$ cat src/core/atdc_pkg.sv
package atdc_pkg;

  // register offsets on the plain register port (byte addresses)
  localparam logic [7:0] REG_AFC    = 8'h00;
  localparam logic [7:0] REG_CFG    = 8'h04;
  localparam logic [7:0] REG_TUNE   = 8'h08;
  localparam logic [7:0] REG_DAC    = 8'h0C;
  localparam logic [7:0] REG_CLKDIV = 8'h10;
  localparam logic [7:0] REG_STATUS = 8'h14;

  // correction loop settings
  typedef struct packed {
    logic [7:0]  rangeLimit;   // corr_range_limit, steps of 500 Hz
    logic [3:0]  rsvd;
    logic [3:0]  integralGain;
    logic [3:0]  proportionalGain;
    logic [11:0] scale;        // freq_corr_scale
  } atdc_afc_reg_t;

  // loose control bits
  typedef struct packed {
    logic [28:0] rsvd;
    logic        corrSelect;   // 1: correlator output into the dac
    logic        lockThreshold;
    logic        rfHalve;      // rf_halve_option
  } atdc_cfg_reg_t;

  // demodulator tuning, gated by the test-mode field
  typedef struct packed {
    logic [11:0] rsvd;
    logic [3:0]  detectorPeak;
    logic [3:0]  detectorLeak;
    logic [3:0]  pulseStretch;
    logic [3:0]  testMode;     // bits 7:4
    logic [3:0]  rsvdLow;
  } atdc_tune_reg_t;

  // test dac: offset removal and gain (gain is unsigned, 4 fraction bits)
  typedef struct packed {
    logic [7:0]  rsvd;
    logic [7:0]  gain;
    logic [15:0] offset;
  } atdc_dac_reg_t;

  // clock dividers: demod from clk, recovery from demod
  typedef struct packed {
    logic [15:0] rsvd;
    logic [7:0]  recoveryDiv;
    logic [7:0]  demodDiv;
  } atdc_clk_reg_t;

  localparam atdc_afc_reg_t AFC_RESET = 32'h0A00_B4E6;
  localparam atdc_cfg_reg_t CFG_RESET = 32'h0000_0000;
  localparam atdc_tune_reg_t TUNE_RESET = 32'h0000_0000;
  localparam atdc_dac_reg_t DAC_RESET = 32'h0010_0000;
  localparam atdc_clk_reg_t CLK_RESET = 32'h0000_2003;

  localparam logic [3:0]  TEST_MODE_TUNE = 4'h9;
  localparam logic [23:0] RANGE_STEP_HZ  = 24'h00_01F4;
  localparam int          SCALE_SHIFT    = 12;
  localparam int          GAIN_FRAC      = 4;
  localparam logic signed [19:0] DAC_POS_FS = 20'h0_7FFF;
  localparam logic signed [19:0] DAC_NEG_FS = 20'hF_8000;

  typedef enum logic {SRC_LINEAR, SRC_CORRELATOR} atdc_src_t;

endpackage

$ cat src/core/atdc_fifo.sv
`timescale 1ns/1ps
module atdc_fifo #(
  parameter int WIDTH = 16,
  parameter int DEPTH = 4
) (
  input  wire logic             clk,
  input  wire logic             reset,
  input  wire logic [WIDTH-1:0] inData,
  input  wire logic             inValid,
  output logic                  inReady,
  output logic [WIDTH-1:0]      outData,
  output logic                  outValid,
  input  wire logic             outReady,
  output logic [$clog2(DEPTH):0] level
);
  localparam int AW = $clog2(DEPTH);

  logic [WIDTH-1:0] mem_r [DEPTH];
  logic [AW:0]      wrPtr_r;
  logic [AW:0]      wrPtr_nxt;
  logic [AW:0]      rdPtr_r;
  logic [AW:0]      rdPtr_nxt;
  logic             push;
  logic             pop;

  // full when pointers differ only in the wrap bit
  always_comb
  begin
    level     = wrPtr_r - rdPtr_r;
    inReady   = (level != (AW+1)'(DEPTH));
    outValid  = (level != '0);
    push      = inValid && inReady;
    pop       = outValid && outReady;
    wrPtr_nxt = push ? wrPtr_r + 1'b1 : wrPtr_r;
    rdPtr_nxt = pop ? rdPtr_r + 1'b1 : rdPtr_r;
    outData   = mem_r[rdPtr_r[AW-1:0]];
  end

  always_ff @(posedge clk or posedge reset)
  begin
    if (reset)
    begin
      wrPtr_r <= '0;
      rdPtr_r <= '0;
    end
    else
    begin
      wrPtr_r <= wrPtr_nxt;
      rdPtr_r <= rdPtr_nxt;
    end
  end

  // storage has no reset; nothing reads a slot before it is written
  always_ff @(posedge clk)
  begin
    if (push)
      mem_r[wrPtr_r[AW-1:0]] <= inData;
  end
endmodule

$ cat src/core/atdc_control.sv
// Overview of operation
// - correction is clamped to range limit times 500 Hz
// - rf halve option halves the range; host doubles the limit
// - lock threshold freezes envelope threshold and correction/gain loops, and the slicer only with the linear source selected
// - stretch, leak and peak tuning act only when test mode is 0x9
// - 16-bit filter output drives a second-order error-feedback sigma-delta
// - one-bit dac stream replaces the sync-detect indication on its pin
// - filters run on demod ticks, modulator on recovery ticks
// - recovery rate at or above demod rate stops clock recovery
// - writing the dac register enables the dac; source selects linear/correlator
// - dac path removes a programmed offset and applies a programmed gain
//
// The register offsets and the strobed register port were left to the implementer.
`timescale 1ns/1ps
module atdc_control #(
  parameter int SAMPLE_W   = 16,
  parameter int FIFO_DEPTH = 4
) (
  input  wire logic                       clk,
  input  wire logic                       reset,
  input  wire logic [7:0]                 regAddr,
  input  wire logic [31:0]                regWdata,
  input  wire logic                       regWrite,
  input  wire logic                       regRead,
  output logic [31:0]                     regRdata,
  input  wire logic signed [SAMPLE_W-1:0] linearSample,
  input  wire logic signed [SAMPLE_W-1:0] corrSample,
  input  wire logic                       sampleValid,
  output logic                            sampleReady,
  input  wire logic signed [15:0]         freqError,
  input  wire logic                       freqErrorValid,
  output logic signed [23:0]              freqCorrection,
  input  wire logic [7:0]                 envelopeLevel,
  output logic [7:0]                      envThreshold,
  output logic                            slicerHold,
  output logic                            loopHold,
  output logic [3:0]                      pulseStretch,
  output logic [3:0]                      detectorLeak,
  output logic [3:0]                      detectorPeak,
  output logic                            demodTick,
  output logic                            recoveryTick,
  output logic                            cdrRunning,
  input  wire logic                       syncDetect,
  output logic                            syncPin
);
  atdc_pkg::atdc_afc_reg_t  afcReg_r, afcReg_nxt;
  atdc_pkg::atdc_cfg_reg_t  cfgReg_r, cfgReg_nxt;
  atdc_pkg::atdc_tune_reg_t tuneReg_r, tuneReg_nxt;
  atdc_pkg::atdc_dac_reg_t  dacReg_r, dacReg_nxt;
  atdc_pkg::atdc_clk_reg_t  clkReg_r, clkReg_nxt;
  logic        dacEnable_r, dacEnable_nxt;
  logic [31:0] regRdata_nxt;
  logic [7:0]  demodCnt_r, demodCnt_nxt;
  logic [7:0]  recCnt_r, recCnt_nxt;
  logic        cdrRunning_r, cdrRunning_nxt;
  logic signed [23:0] integ_r, integ_nxt;
  logic signed [23:0] corr_r, corr_nxt;
  logic [7:0]  envThr_r, envThr_nxt;
  logic [3:0]  stretch_r, stretch_nxt, leak_r, leak_nxt, peak_r, peak_nxt;
  logic signed [SAMPLE_W-1:0] held_r, held_nxt;
  logic signed [19:0] err1_r, err1_nxt, err2_r, err2_nxt;
  logic        modBit_r, modBit_nxt;
  logic        syncPin_r, syncPin_nxt;
  logic [23:0] corrLimit;
  logic [23:0] rangeHz;
  logic signed [28:0] errProd;
  logic signed [23:0] errScaled;
  logic signed [SAMPLE_W-1:0] srcSample, dacIn, fifoOut;
  logic        fifoInReady, fifoOutValid, fifoPush, fifoPop;
  logic [$clog2(FIFO_DEPTH):0] fifoLevel;
  logic signed [19:0] modSum;
  logic        fastRecovery;

  // clamp a wide value into a symmetric window
  function automatic logic signed [23:0] sat24(input logic signed [24:0] v,
                                               input logic [23:0] lim);
    logic signed [24:0] hi;
    hi = $signed({1'b0, lim});
    if (v > hi)
      sat24 = 24'(hi);
    else if (v < -hi)
      sat24 = 24'(-hi);
    else
      sat24 = 24'(v);
  endfunction

  // clamp to the sample width
  function automatic logic signed [SAMPLE_W-1:0] satSample(input logic signed [31:0] v);
    logic signed [31:0] hi;
    hi = 32'((2 ** (SAMPLE_W - 1)) - 1);
    if (v > hi)
      satSample = SAMPLE_W'(hi);
    else if (v < -hi - 1)
      satSample = SAMPLE_W'(-hi - 1);
    else
      satSample = SAMPLE_W'(v);
  endfunction

  // register writes; reserved bits are forced to zero so they read back zero
  always_comb
  begin
    afcReg_nxt    = afcReg_r;
    cfgReg_nxt    = cfgReg_r;
    tuneReg_nxt   = tuneReg_r;
    dacReg_nxt    = dacReg_r;
    clkReg_nxt    = clkReg_r;
    dacEnable_nxt = dacEnable_r;
    if (regWrite)
    begin
      unique case (regAddr)
        atdc_pkg::REG_AFC:
        begin
          afcReg_nxt      = regWdata;
          afcReg_nxt.rsvd = '0;
        end
        atdc_pkg::REG_CFG:
        begin
          cfgReg_nxt      = regWdata;
          cfgReg_nxt.rsvd = '0;
        end
        atdc_pkg::REG_TUNE:
        begin
          tuneReg_nxt         = regWdata;
          tuneReg_nxt.rsvd    = '0;
          tuneReg_nxt.rsvdLow = '0;
        end
        atdc_pkg::REG_DAC:
        begin
          dacReg_nxt      = regWdata;
          dacReg_nxt.rsvd = '0;
          dacEnable_nxt   = 1'b1;
        end
        atdc_pkg::REG_CLKDIV:
        begin
          clkReg_nxt      = regWdata;
          clkReg_nxt.rsvd = '0;
        end
        default: ;
      endcase
    end
    // read data stand in the cycle after the strobe only
    regRdata_nxt = '0;
    if (regRead)
    begin
      unique case (regAddr)
        atdc_pkg::REG_AFC:    regRdata_nxt = afcReg_r;
        atdc_pkg::REG_CFG:    regRdata_nxt = cfgReg_r;
        atdc_pkg::REG_TUNE:   regRdata_nxt = tuneReg_r;
        atdc_pkg::REG_DAC:    regRdata_nxt = dacReg_r;
        atdc_pkg::REG_CLKDIV: regRdata_nxt = clkReg_r;
        atdc_pkg::REG_STATUS:
          regRdata_nxt = {corr_r, 1'b0, 4'(fifoLevel), cdrRunning_r, modBit_r, dacEnable_r};
        default:              regRdata_nxt = '0;
      endcase
    end
  end

  always_ff @(posedge clk or posedge reset)
  begin
    if (reset)
    begin
      afcReg_r    <= atdc_pkg::AFC_RESET;
      cfgReg_r    <= atdc_pkg::CFG_RESET;
      tuneReg_r   <= atdc_pkg::TUNE_RESET;
      dacReg_r    <= atdc_pkg::DAC_RESET;
      clkReg_r    <= atdc_pkg::CLK_RESET;
      dacEnable_r <= 1'b0;
      regRdata    <= '0;
    end
    else
    begin
      afcReg_r    <= afcReg_nxt;
      cfgReg_r    <= cfgReg_nxt;
      tuneReg_r   <= tuneReg_nxt;
      dacReg_r    <= dacReg_nxt;
      clkReg_r    <= clkReg_nxt;
      dacEnable_r <= dacEnable_nxt;
      regRdata    <= regRdata_nxt;
    end
  end

  // tick dividers; divider values 0 and 1 both mean every cycle
  always_comb
  begin
    demodTick      = (demodCnt_r == 8'h00);
    demodCnt_nxt   = demodTick ? clkReg_r.demodDiv - 8'h01 : demodCnt_r - 8'h01;
    if (clkReg_r.demodDiv == 8'h00)
      demodCnt_nxt = 8'h00;
    fastRecovery   = (clkReg_r.recoveryDiv <= 8'h01);
    // recovery at or above demod rate runs free on clk; recovery logic stops
    recoveryTick   = fastRecovery ? 1'b1 : (demodTick && recCnt_r == 8'h00);
    recCnt_nxt     = recCnt_r;
    if (demodTick)
      recCnt_nxt   = (recCnt_r == 8'h00) ? clkReg_r.recoveryDiv - 8'h01 : recCnt_r - 8'h01;
    if (fastRecovery)
      recCnt_nxt   = 8'h00;
    cdrRunning_nxt = !fastRecovery;
  end

  always_ff @(posedge clk or posedge reset)
  begin
    if (reset)
    begin
      demodCnt_r   <= '0;
      recCnt_r     <= '0;
      cdrRunning_r <= 1'b0;
    end
    else
    begin
      demodCnt_r   <= demodCnt_nxt;
      recCnt_r     <= recCnt_nxt;
      cdrRunning_r <= cdrRunning_nxt;
    end
  end

  // correction loop: scaled error, integral and proportional paths, clamp
  always_comb
  begin
    rangeHz   = 24'(afcReg_r.rangeLimit * atdc_pkg::RANGE_STEP_HZ);
    corrLimit = cfgReg_r.rfHalve ? (rangeHz >> 1) : rangeHz;
    errProd   = freqError * $signed({1'b0, afcReg_r.scale});
    errScaled = 24'(errProd >>> atdc_pkg::SCALE_SHIFT);
    integ_nxt = integ_r;
    corr_nxt  = sat24(25'(integ_r), corrLimit);
    if (freqErrorValid && demodTick && !cfgReg_r.lockThreshold)
    begin
      integ_nxt = sat24(25'(integ_r) + 25'(errScaled >>> afcReg_r.integralGain), corrLimit);
      corr_nxt  = sat24(25'(integ_nxt) + 25'(errScaled >>> afcReg_r.proportionalGain),
                        corrLimit);
    end
    else if (cfgReg_r.lockThreshold)
      corr_nxt  = corr_r;
    // envelope threshold tracks the detector until locked
    envThr_nxt  = cfgReg_r.lockThreshold ? envThr_r : envelopeLevel;
    // tuning fields pass only under the tuning test mode
    if (tuneReg_r.testMode == atdc_pkg::TEST_MODE_TUNE)
    begin
      stretch_nxt = tuneReg_r.pulseStretch;
      leak_nxt    = tuneReg_r.detectorLeak;
      peak_nxt    = tuneReg_r.detectorPeak;
    end
    else
    begin
      stretch_nxt = '0;
      leak_nxt    = '0;
      peak_nxt    = '0;
    end
  end

  always_ff @(posedge clk or posedge reset)
  begin
    if (reset)
    begin
      integ_r   <= '0;
      corr_r    <= '0;
      envThr_r  <= '0;
      stretch_r <= '0;
      leak_r    <= '0;
      peak_r    <= '0;
    end
    else
    begin
      integ_r   <= integ_nxt;
      corr_r    <= corr_nxt;
      envThr_r  <= envThr_nxt;
      stretch_r <= stretch_nxt;
      leak_r    <= leak_nxt;
      peak_r    <= peak_nxt;
    end
  end

  assign freqCorrection = corr_r;
  assign envThreshold   = envThr_r;
  assign loopHold       = cfgReg_r.lockThreshold;
  assign slicerHold     = cfgReg_r.lockThreshold &&
                          (atdc_pkg::atdc_src_t'(cfgReg_r.corrSelect) == atdc_pkg::SRC_LINEAR);
  assign pulseStretch   = stretch_r;
  assign detectorLeak   = leak_r;
  assign detectorPeak   = peak_r;

  // input side on demod ticks: select, remove offset, apply gain
  always_comb
  begin
    srcSample = cfgReg_r.corrSelect ? corrSample : linearSample;
    dacIn     = satSample(32'(((32'(srcSample) - 32'($signed(dacReg_r.offset)))
                * $signed({24'h00_0000, dacReg_r.gain})) >>> atdc_pkg::GAIN_FRAC));
    fifoPush  = sampleValid && demodTick && dacEnable_r;
    // with the dac off, samples are taken and dropped
    sampleReady = demodTick && (!dacEnable_r || fifoInReady);
  end

  // four-word buffer absorbs the rate gap between the two tick domains
  atdc_fifo #(
    .WIDTH (SAMPLE_W),
    .DEPTH (FIFO_DEPTH)
  ) u_fifo (
    .clk      (clk),
    .reset    (reset),
    .inData   (dacIn),
    .inValid  (fifoPush),
    .inReady  (fifoInReady),
    .outData  (fifoOut),
    .outValid (fifoOutValid),
    .outReady (fifoPop),
    .level    (fifoLevel)
  );

  // second-order error-feedback modulator on recovery ticks
  always_comb
  begin
    fifoPop    = recoveryTick && dacEnable_r;
    held_nxt   = (fifoPop && fifoOutValid) ? fifoOut : held_r;
    modSum     = 20'(held_r) - (err1_r <<< 1) + err2_r;
    modBit_nxt = modBit_r;
    err1_nxt   = err1_r;
    err2_nxt   = err2_r;
    if (fifoPop)
    begin
      modBit_nxt = !modSum[19];
      err1_nxt   = (modSum[19] ? atdc_pkg::DAC_NEG_FS : atdc_pkg::DAC_POS_FS) - modSum;
      err2_nxt   = err1_r;
    end
    syncPin_nxt  = dacEnable_r ? modBit_r : syncDetect;
  end

  always_ff @(posedge clk or posedge reset)
  begin
    if (reset)
    begin
      held_r    <= '0;
      err1_r    <= '0;
      err2_r    <= '0;
      modBit_r  <= 1'b0;
      syncPin_r <= 1'b0;
    end
    else
    begin
      held_r    <= held_nxt;
      err1_r    <= err1_nxt;
      err2_r    <= err2_nxt;
      modBit_r  <= modBit_nxt;
      syncPin_r <= syncPin_nxt;
    end
  end

  assign syncPin    = syncPin_r;
  assign cdrRunning = cdrRunning_r;

  a_range_clamp: assert property (@(posedge clk) disable iff (reset)
    ($signed(corr_r) <= $signed({1'b0, corrLimit})) || $changed(corrLimit))
    else $error("correction beyond range limit");
  a_halve_range: assert property (@(posedge clk) disable iff (reset)
    cfgReg_r.rfHalve |-> corrLimit == 24'((afcReg_r.rangeLimit * 500) / 2))
    else $error("range not halved");
  a_lock_freeze: assert property (@(posedge clk) disable iff (reset)
    cfgReg_r.lockThreshold ##1 cfgReg_r.lockThreshold |-> $stable(freqCorrection)
      && $stable(envThreshold))
    else $error("loops moved while locked");
  a_slicer_hold: assert property (@(posedge clk) disable iff (reset)
    slicerHold |-> loopHold && !cfgReg_r.corrSelect)
    else $error("slicer hold outside linear lock");
  a_tune_gate: assert property (@(posedge clk) disable iff (reset)
    tuneReg_r.testMode != 4'h9 |=> pulseStretch == 4'h0 && detectorLeak == 4'h0
      && detectorPeak == 4'h0)
    else $error("tuning active outside test mode");
  a_pin_source: assert property (@(posedge clk) disable iff (reset)
    ##1 syncPin == ($past(dacEnable_r) ? $past(modBit_r) : $past(syncDetect)))
    else $error("wrong source on sync pin");
  a_mod_recovery: assert property (@(posedge clk) disable iff (reset)
    !recoveryTick |=> $stable(modBit_r) && $stable(err1_r))
    else $error("modulator stepped off recovery tick");
  a_cdr_stop: assert property (@(posedge clk) disable iff (reset)
    clkReg_r.recoveryDiv <= 8'h01 |=> !cdrRunning)
    else $error("recovery still running at fast rate");
  a_dac_enable: assert property (@(posedge clk) disable iff (reset)
    regWrite && regAddr == 8'h0C |=> dacEnable_r ##1 dacEnable_r)
    else $error("dac write did not enable");
endmodule

$ cat config.mk
export PLATFORM = sky130hd
export DESIGN_NAME = atdc_control
export DESIGN_NICKNAME = d
export VERILOG_FILES = /design/src/core/atdc_pkg.sv /design/src/core/atdc_fifo.sv /design/src/core/atdc_control.sv
export SDC_FILE = /design/constraint.sdc
export NUM_CORES = 2
export LEC_CHECK = 0
export ABC_AREA = 1
export BUFFER_PORTS_ARGS = -buffer_cell sky130_fd_sc_hd__buf_2
export CORE_MARGIN = 2
export CORE_UTILIZATION = 57
export CTS_CLUSTER_DIAMETER = 60
export DETAILED_ROUTE_END_ITERATION = 10
export PLACE_DENSITY = 0.74
export SLEW_MARGIN = 20
export SYNTH_ARGS = -nofsm -noshare
export SYNTH_HDL_FRONTEND = slang
export SYNTH_SLANG_ARGS = --single-unit
export TNS_END_PERCENT = 100
$ cat constraint.sdc
create_clock -name clk -period 14.1 [get_ports clk]
set_clock_uncertainty 0.1 [all_clocks]
set_input_delay 2.82 -clock clk [delete_from_list [all_inputs] [get_ports clk]]
set_output_delay 2.82 -clock clk [all_outputs]
set_load 0.02 [all_outputs]
Word-level counts from Yosys, hierarchy flattened
Memories as Yosys holds them, arrays and structs flattened. A register that Yosys moved wholly into a read port is not among the register bits.
Index checks and enable logic that the tools add are counted.
{ "word_totals": {"ff_bits": 253, "mem_bits_rw": 64, "memories": 1, "out_inout_bits": 83, "inputBits": 103, "wordCells": 124} }
{ "mem_list": {"columns": ["memory", "depth", "width", "rd", "rd_clocked_by_memory_dff", "wr", "line_no", "text"], "rows": [
  ["u_fifo.mem_r", 4, 16, 1, 1, 1, "atdc_fifo.sv:18", "logic [WIDTH-1:0] mem_r [DEPTH];"]
]} }
{ "op_classes": {"reduce_logical": 26, "mul": 3, "shift": 2, "mux": 28, "order_cmp": 9, "bitwise": 1, "eq_ne": 8, "n_addsub": 14} }
{ "ops": {"columns": ["op", "count"], "rows": [
  ["24-bit two-way mux", 9],
  ["32-bit one-hot mux with 6 select lines", 1],
  ["24-bit by 25-bit adder with 25-bit output", 2],
  ["25-bit by 18-bit > comparator with 1-bit output", 2],
  ["25-bit less-than comparator", 2],
  ["17-bit by 4-bit >>> shifter with 25-bit output", 2],
  ["16-bit two-way mux", 3],
  ["8-bit two-way mux", 5],
  ["8-bit zero test", 4],
  ["32-bit two-way mux", 1],
  ["8-bit by 1-bit subtractor with 8-bit output, second input constant", 4],
  ["16-bit by 13-bit multiplier with 29-bit output", 1],
  ["17-bit by 9-bit multiplier with 26-bit output", 1],
  ["24-bit by 25-bit less-than comparator with 1-bit output", 1],
  ["17-bit negation with 25-bit output", 1],
  ["24-bit by 18-bit > comparator with 1-bit output", 1],
  ["22-bit by 16-bit > comparator with 1-bit output, second input constant", 1],
  ["22-bit by 16-bit less-than comparator with 1-bit output, second input constant", 1],
  ["20-bit adder", 1],
  ["20-bit two-way mux", 1],
  ["16-bit by 20-bit subtractor with 20-bit output", 1],
  ["20-bit subtractor", 1],
  ["17-bit two-way mux", 1],
  ["16-bit by 16-bit subtractor with 17-bit output", 1],
  ["other kinds (19)", 43]
]} }

Depth between registers and ports, before layout
{ "depth": {"ltp_word": 12, "ltp_mapped": 85, "ltp_nobuf": 82} }

Hierarchy
A second synthesis with hierarchy kept.
{ "hier_totals": {"cells_unflattened": 5654, "area_unflattened_um2": 40940.5} }
{ "by_module_without_submodules": {"columns": ["module", "area_each_um2", "instances", "seq_area_each_um2", "cells_per_inst"], "rows": [
  ["atdc_control", 38085.3, 1, 6600.1, 5434],
  ["atdc_fifo", 2855.2, 1, 2072.0, 220]
]} }

Worst setup path after synthesis
Ideal clock, no wire load.
{ "synth_timing": {"path_kind": "input to register", "from": "input port freqError[15]", "to": "register corr_r[3], in the netlist freqCorrection[3]", "required_time_ns": 13.883, "t_arrival_ns": 14.062, "setup_ns": 0.117, "cell_stages": 73, "slack_ns": -0.179, "path_buffers": 3, "path_cell_list": "clkbuf_1 > nand2_1 > inv_1 > fa_1 > inv_1 > fa_1 > inv_1 > fa_1 > inv_1 > fa_1 > fa_1 > inv_1 > ha_1 > nand2_1 > nor2_1 > nand2_1 > nor3_1 > nand2_1 > [37 not listed] > a21oi_1 > xor2_2 > inv_1 > ha_1 > a21oi_1 > o21ai_0 > a21o_1 > a21oi_1 > nand2_1 > nand2_1 > nand2_1 > inv_1 > clkbuf_1 > o21ai_0 > nand2_1 > o211ai_1 > nand2_1 > nand2_1"} }
{ "synth_via": {"elab_chain_len": 12, "word_cells_on_any_way": 15, "classes_between": "add/sub: 2; mul: 1; order compare: 4; shift: 2; mux: 6"} }
{ "synth_lines": {"columns": ["item", "line_no", "text"], "rows": [
  ["start: declaration", "atdc_control.sv:30", "input wire logic signed [15:0] freqError,"],
  ["16-bit by 13-bit multiplier with 29-bit output (*)", "atdc_control.sv:221", "errProd = freqError * $signed({1'b0, afcReg_r.scale});"],
  ["17-bit by 4-bit >>> shifter with 25-bit output", "atdc_control.sv:227", "integ_nxt = sat24(25'(integ_r) + 25'(errScaled >>> afcReg_r.integralGain), corrLimit);"],
  ["24-bit by 25-bit adder with 25-bit output", "atdc_control.sv:227", null],
  ["25-bit less-than comparator", "atdc_control.sv:81", "else if (v < -hi)"],
  ["24-bit two-way mux", "atdc_control.sv:81", null],
  ["24-bit two-way mux", "atdc_control.sv:79", "if (v > hi)"],
  ["24-bit two-way mux", "atdc_control.sv:225", "if (freqErrorValid && demodTick && !cfgReg_r.lockThreshold)"],
  ["24-bit by 25-bit adder with 25-bit output (*)", "atdc_control.sv:228", "corr_nxt = sat24(25'(integ_nxt) + 25'(errScaled >>> afcReg_r.proportionalGain),"],
  ["25-bit less-than comparator", "atdc_control.sv:81", null],
  ["24-bit two-way mux", "atdc_control.sv:81", null],
  ["24-bit two-way mux (*)", "atdc_control.sv:79", null],
  ["24-bit two-way mux (*)", "atdc_control.sv:225", null],
  ["end signal: assignment", "atdc_control.sv:264", "corr_r <= corr_nxt;"],
  ["end: declaration", "atdc_control.sv:57", "logic signed [23:0] corr_r, corr_nxt;"]
]} }
Every way passes the cells marked *; elsewhere a longest branch is shown, timed or not. The select of a mux whose other input is x is not followed.
A chain may end at the register's enable or synchronous reset.

Worst setup path in the final report
{ "layout_timing": {"from": "input port freqError[15]", "to": "register corr_r[17], in the netlist freqCorrection[17]"} }
The elaborated chain is that of the path after synthesis.

==> flow_summary.json <==
{
  "fin_cells": 7128,
  "gp_congestion": 1.046,
  "grt_pass1_vias": 39510,
  "synth_largest_area_cell": "fa_1",
  "ys.warnings.count": 0,
  "synth_flop_cell": "dfrtp_1",
  "fin_crit_ns": 13.96,
  "vias": 40760,
  "cp-start-kind": "primary input",
  "coreArea_um2": 70270,
  "overflow": 0,
  "cp_max_fo": 7,
  "io_buffer_count": 185,
  "yosysSeqAreaShare_pct": 21.36,
  "crit_required_ns": 14.50,
  "cts_root_buf": "clkbuf_16",
  "synth_area_leaders": "fa_1 16%, dfrtp_1 16%, nand2_1 13%, ha_1 12%, inv_1 9.3%",
  "worstSetupStartpoint": "freqError[15]",
  "status": "finished, final reports clean",
  "final-max-slew-violation-count": 0,
  "max_slew_margin_pct": 11.43,
  "syn-instance-count": 5603,
  "synth.cells.most_frequent": "1,445 x nand2_1, 1,008 x inv_1, 382 x ha_1",
  "clock_sinks": 333,
  "synth-seq-cells": 333,
  "dieArea_um2": 73390,
  "drc_errors": 0,
  "slowest_delay_ns": 0.57,
  "clk_pin_slew_ns": 0.06,
  "drive_above_1_share_pct": 21.65,
  "hpwlAfterDp_um": 106800,
  "rsz0062_at_grt": "true",
  "clock_path_buffers": 3,
  "initial_utilization_pct": 57.78,
  "htree_levels": 2,
  "cp_slowest_cell": "fa_1",
  "worst_pin_slew_ns": 1.318,
  "holdBufCountCts": 0,
  "crit_arrival_ns": 14.36,
  "firstDrtPassIters": 7,
  "yosysMostFrequentCell": "nand2_1",
  "fin_nets": 6967,
  "antenna_found_initial": 11,
  "die_h_um": 270.9,
  "synth_top_area_share_pct": 16.27,
  "setup.worst_path.end_class": "flop",
  "synth_edf_count": 64,
  "avgRoutedWirePerCell_um": 19.45,
  "ys_types": 66,
  "chipWidth_um": 270.9,
  "setup_viol": 0,
  "viasPerCell": 5.718,
  "hold_class": "reg -> reg",
  "crit_top_cell": "nand2_1",
  "regToRegStartpoint": "afcReg_r[3]",
  "critical_path_class": "in -> reg",
  "track_usage_pct": 36.71,
  "cts_tree": "done",
  "cts-buffers-inserted": 44,
  "syn_area_per_cell_um2": 7.247,
  "rows": 97,
  "grt_pass1_wl_um": 212100,
  "finalSetupTns_ns": 0,
  "period_share_pct": 99.04,
  "nFillCells": 5693,
  "final_antenna_net_count": 0,
  "maxCapViolCount": 0,
  "ios": 186,
  "drt_wl_total_um": 138600,
  "place_inst": 6976,
  "fmax_mhz": 71.61,
  "whs_ns": 0.3803,
  "syn_nets": 6418,
  "hold_viol_final": 0,
  "grt_start_max_net_pins": 73,
  "ys_async_sr_fraction_pct": 80.78,
  "min-delay-start": "envThreshold[7]",
  "synthToLayoutAreaGrowth_pct": 23.09,
  "first_iter_violations": 4235,
  "num_antenna_cells": 0,
  "syn_area_um2": 40610,
  "clock_latency_ns": 0.62
}
## layer usage
metal | GRT usage, % | share of wire [%] | routed length [µm] | up-vias
li1 | - | - | - | 18930
met1 | 49.84 | 41 | 56340 | 19460
met2 | 57.80 | 45 | 62240 | 1964
met3 | 6.745 | 9.4 | 13100 | 396
met4 | 15.31 | 5.0 | 6868 | 8
met5 | 0 | 0.049 | 68 | -
## kinds of logic (layout without fill, tap and decap cells)
kind of cell	count (synthesis)	count (layout)	share of synthesized area, %
AOI/OAI and AO/OA	786	786	10.70
xor gates and xnor gates	116	116	2.521
adders and majority gates	712	712	28.04
buffers and inverters	1194	1779	11.27
DFF	333	333	21.36
muxes	21	21	0.5793
and+or+nand+nor	2441	2441	25.53
## worst max-delay path: cells and delay by family
kind            cells  cell delay [ns]
fa+ha+maj          10             4.10
simple gates       38             3.91
xor+xnor            2             0.46
buf+inv            20             2.12
compound gates      8             0.87
## path summary, 6_finish.rpt
kind / depth (start not counted) / to / slack (ns)
max: 78 / freqCorrection[17] / 0.14
min: 2 / envThreshold[7] / 0.38
max reg2reg: 77 / freqCorrection[17] / 1.51
min reg2reg: 2 / envThreshold[7] / 0.38
max in group asynchronous: 4 / err2_r[15] / 9.47
min in group asynchronous: 2 / integ_r[13] / 2.21
## cell usage in the layout, fill, tap and decap left out, types with 15 or more instances in the layout
cell type | Yosys | final
nand3_2 | 5 | 51
nand2_1 | 1445 | 1318
xnor2_1 | 43 | 39
xor2_1 | 72 | 64
o21ai_0 | 280 | 245
ha_1 | 382 | 320
mux2_2 | 20 | 20
dfrtp_1 | 254 | 253
dfstp_2 | 15 | 15
nor2_2 | 4 | 30
buf_2 | 23 | 178
nand3_1 | 378 | 327
a21oi_4 | 0 | 15
nand4_1 | 85 | 85
ha_4 | 0 | 60
nor2_4 | 8 | 27
edfxtp_1 | 64 | 64
or2_2 | 25 | 25
buf_4 | 8 | 450
nor3_1 | 49 | 34
nand2_2 | 14 | 114
inv_1 | 1008 | 965
clkbuf_16 | 0 | 47
a21oi_2 | 1 | 54
o211ai_1 | 21 | 21
fa_1 | 330 | 323
buf_6 | 5 | 24
nor2_1 | 379 | 334
o21ai_1 | 13 | 27
o21ai_2 | 10 | 29
inv_2 | 11 | 44
nand2_4 | 4 | 28
a31oi_1 | 16 | 15
o22ai_1 | 36 | 36
a21oi_1 | 321 | 253
## per-stage QoR
stage          utilization [%]  worst slack [ns]  instance area [µm²]
6_report                 71.12            0.1360                49980
5_1_grt                  71.12           -0.4302                49980
4_1_cts                  66.89          0.008307                47010
3_5_place_dp             64.32           -0.9456                45200
3_3_place_gp             64.32           -0.7633                45200
2_1_floorplan                -           0.02484                40610
## timing repair
item,CTS,global route
endpoints found under the setup margin,24,24
buffers inserted,10,58
gates cloned,0,3
pin swaps,27,236
resized for setup,65,585
## state kept, by name (all words and copies together), names as in the netlist, 20 cells and up
register	flops
regRdata	32
err2_r	20
u_fifo.mem_r	64
err1_r	20
freqCorrection	24
integ_r	24
dacReg_r	24
afcReg_r	28
## final cells by class
class                      instances  area (µm²)  share of cell area, %
multi-input combinational       4076       29910                  59.85
sequential                       333        8673                  17.35
tap                              940        1176                  2.353
clock buffer                      58        1174                  2.348
inverter                        1029        3905                  7.813
timing repair buffer             668        4835                  9.673
clock inverter                    24       305.3                 0.6108
Power is not shown: default switching activity piles up to over one toggle a cycle in this logic, so the estimate is an artifact.
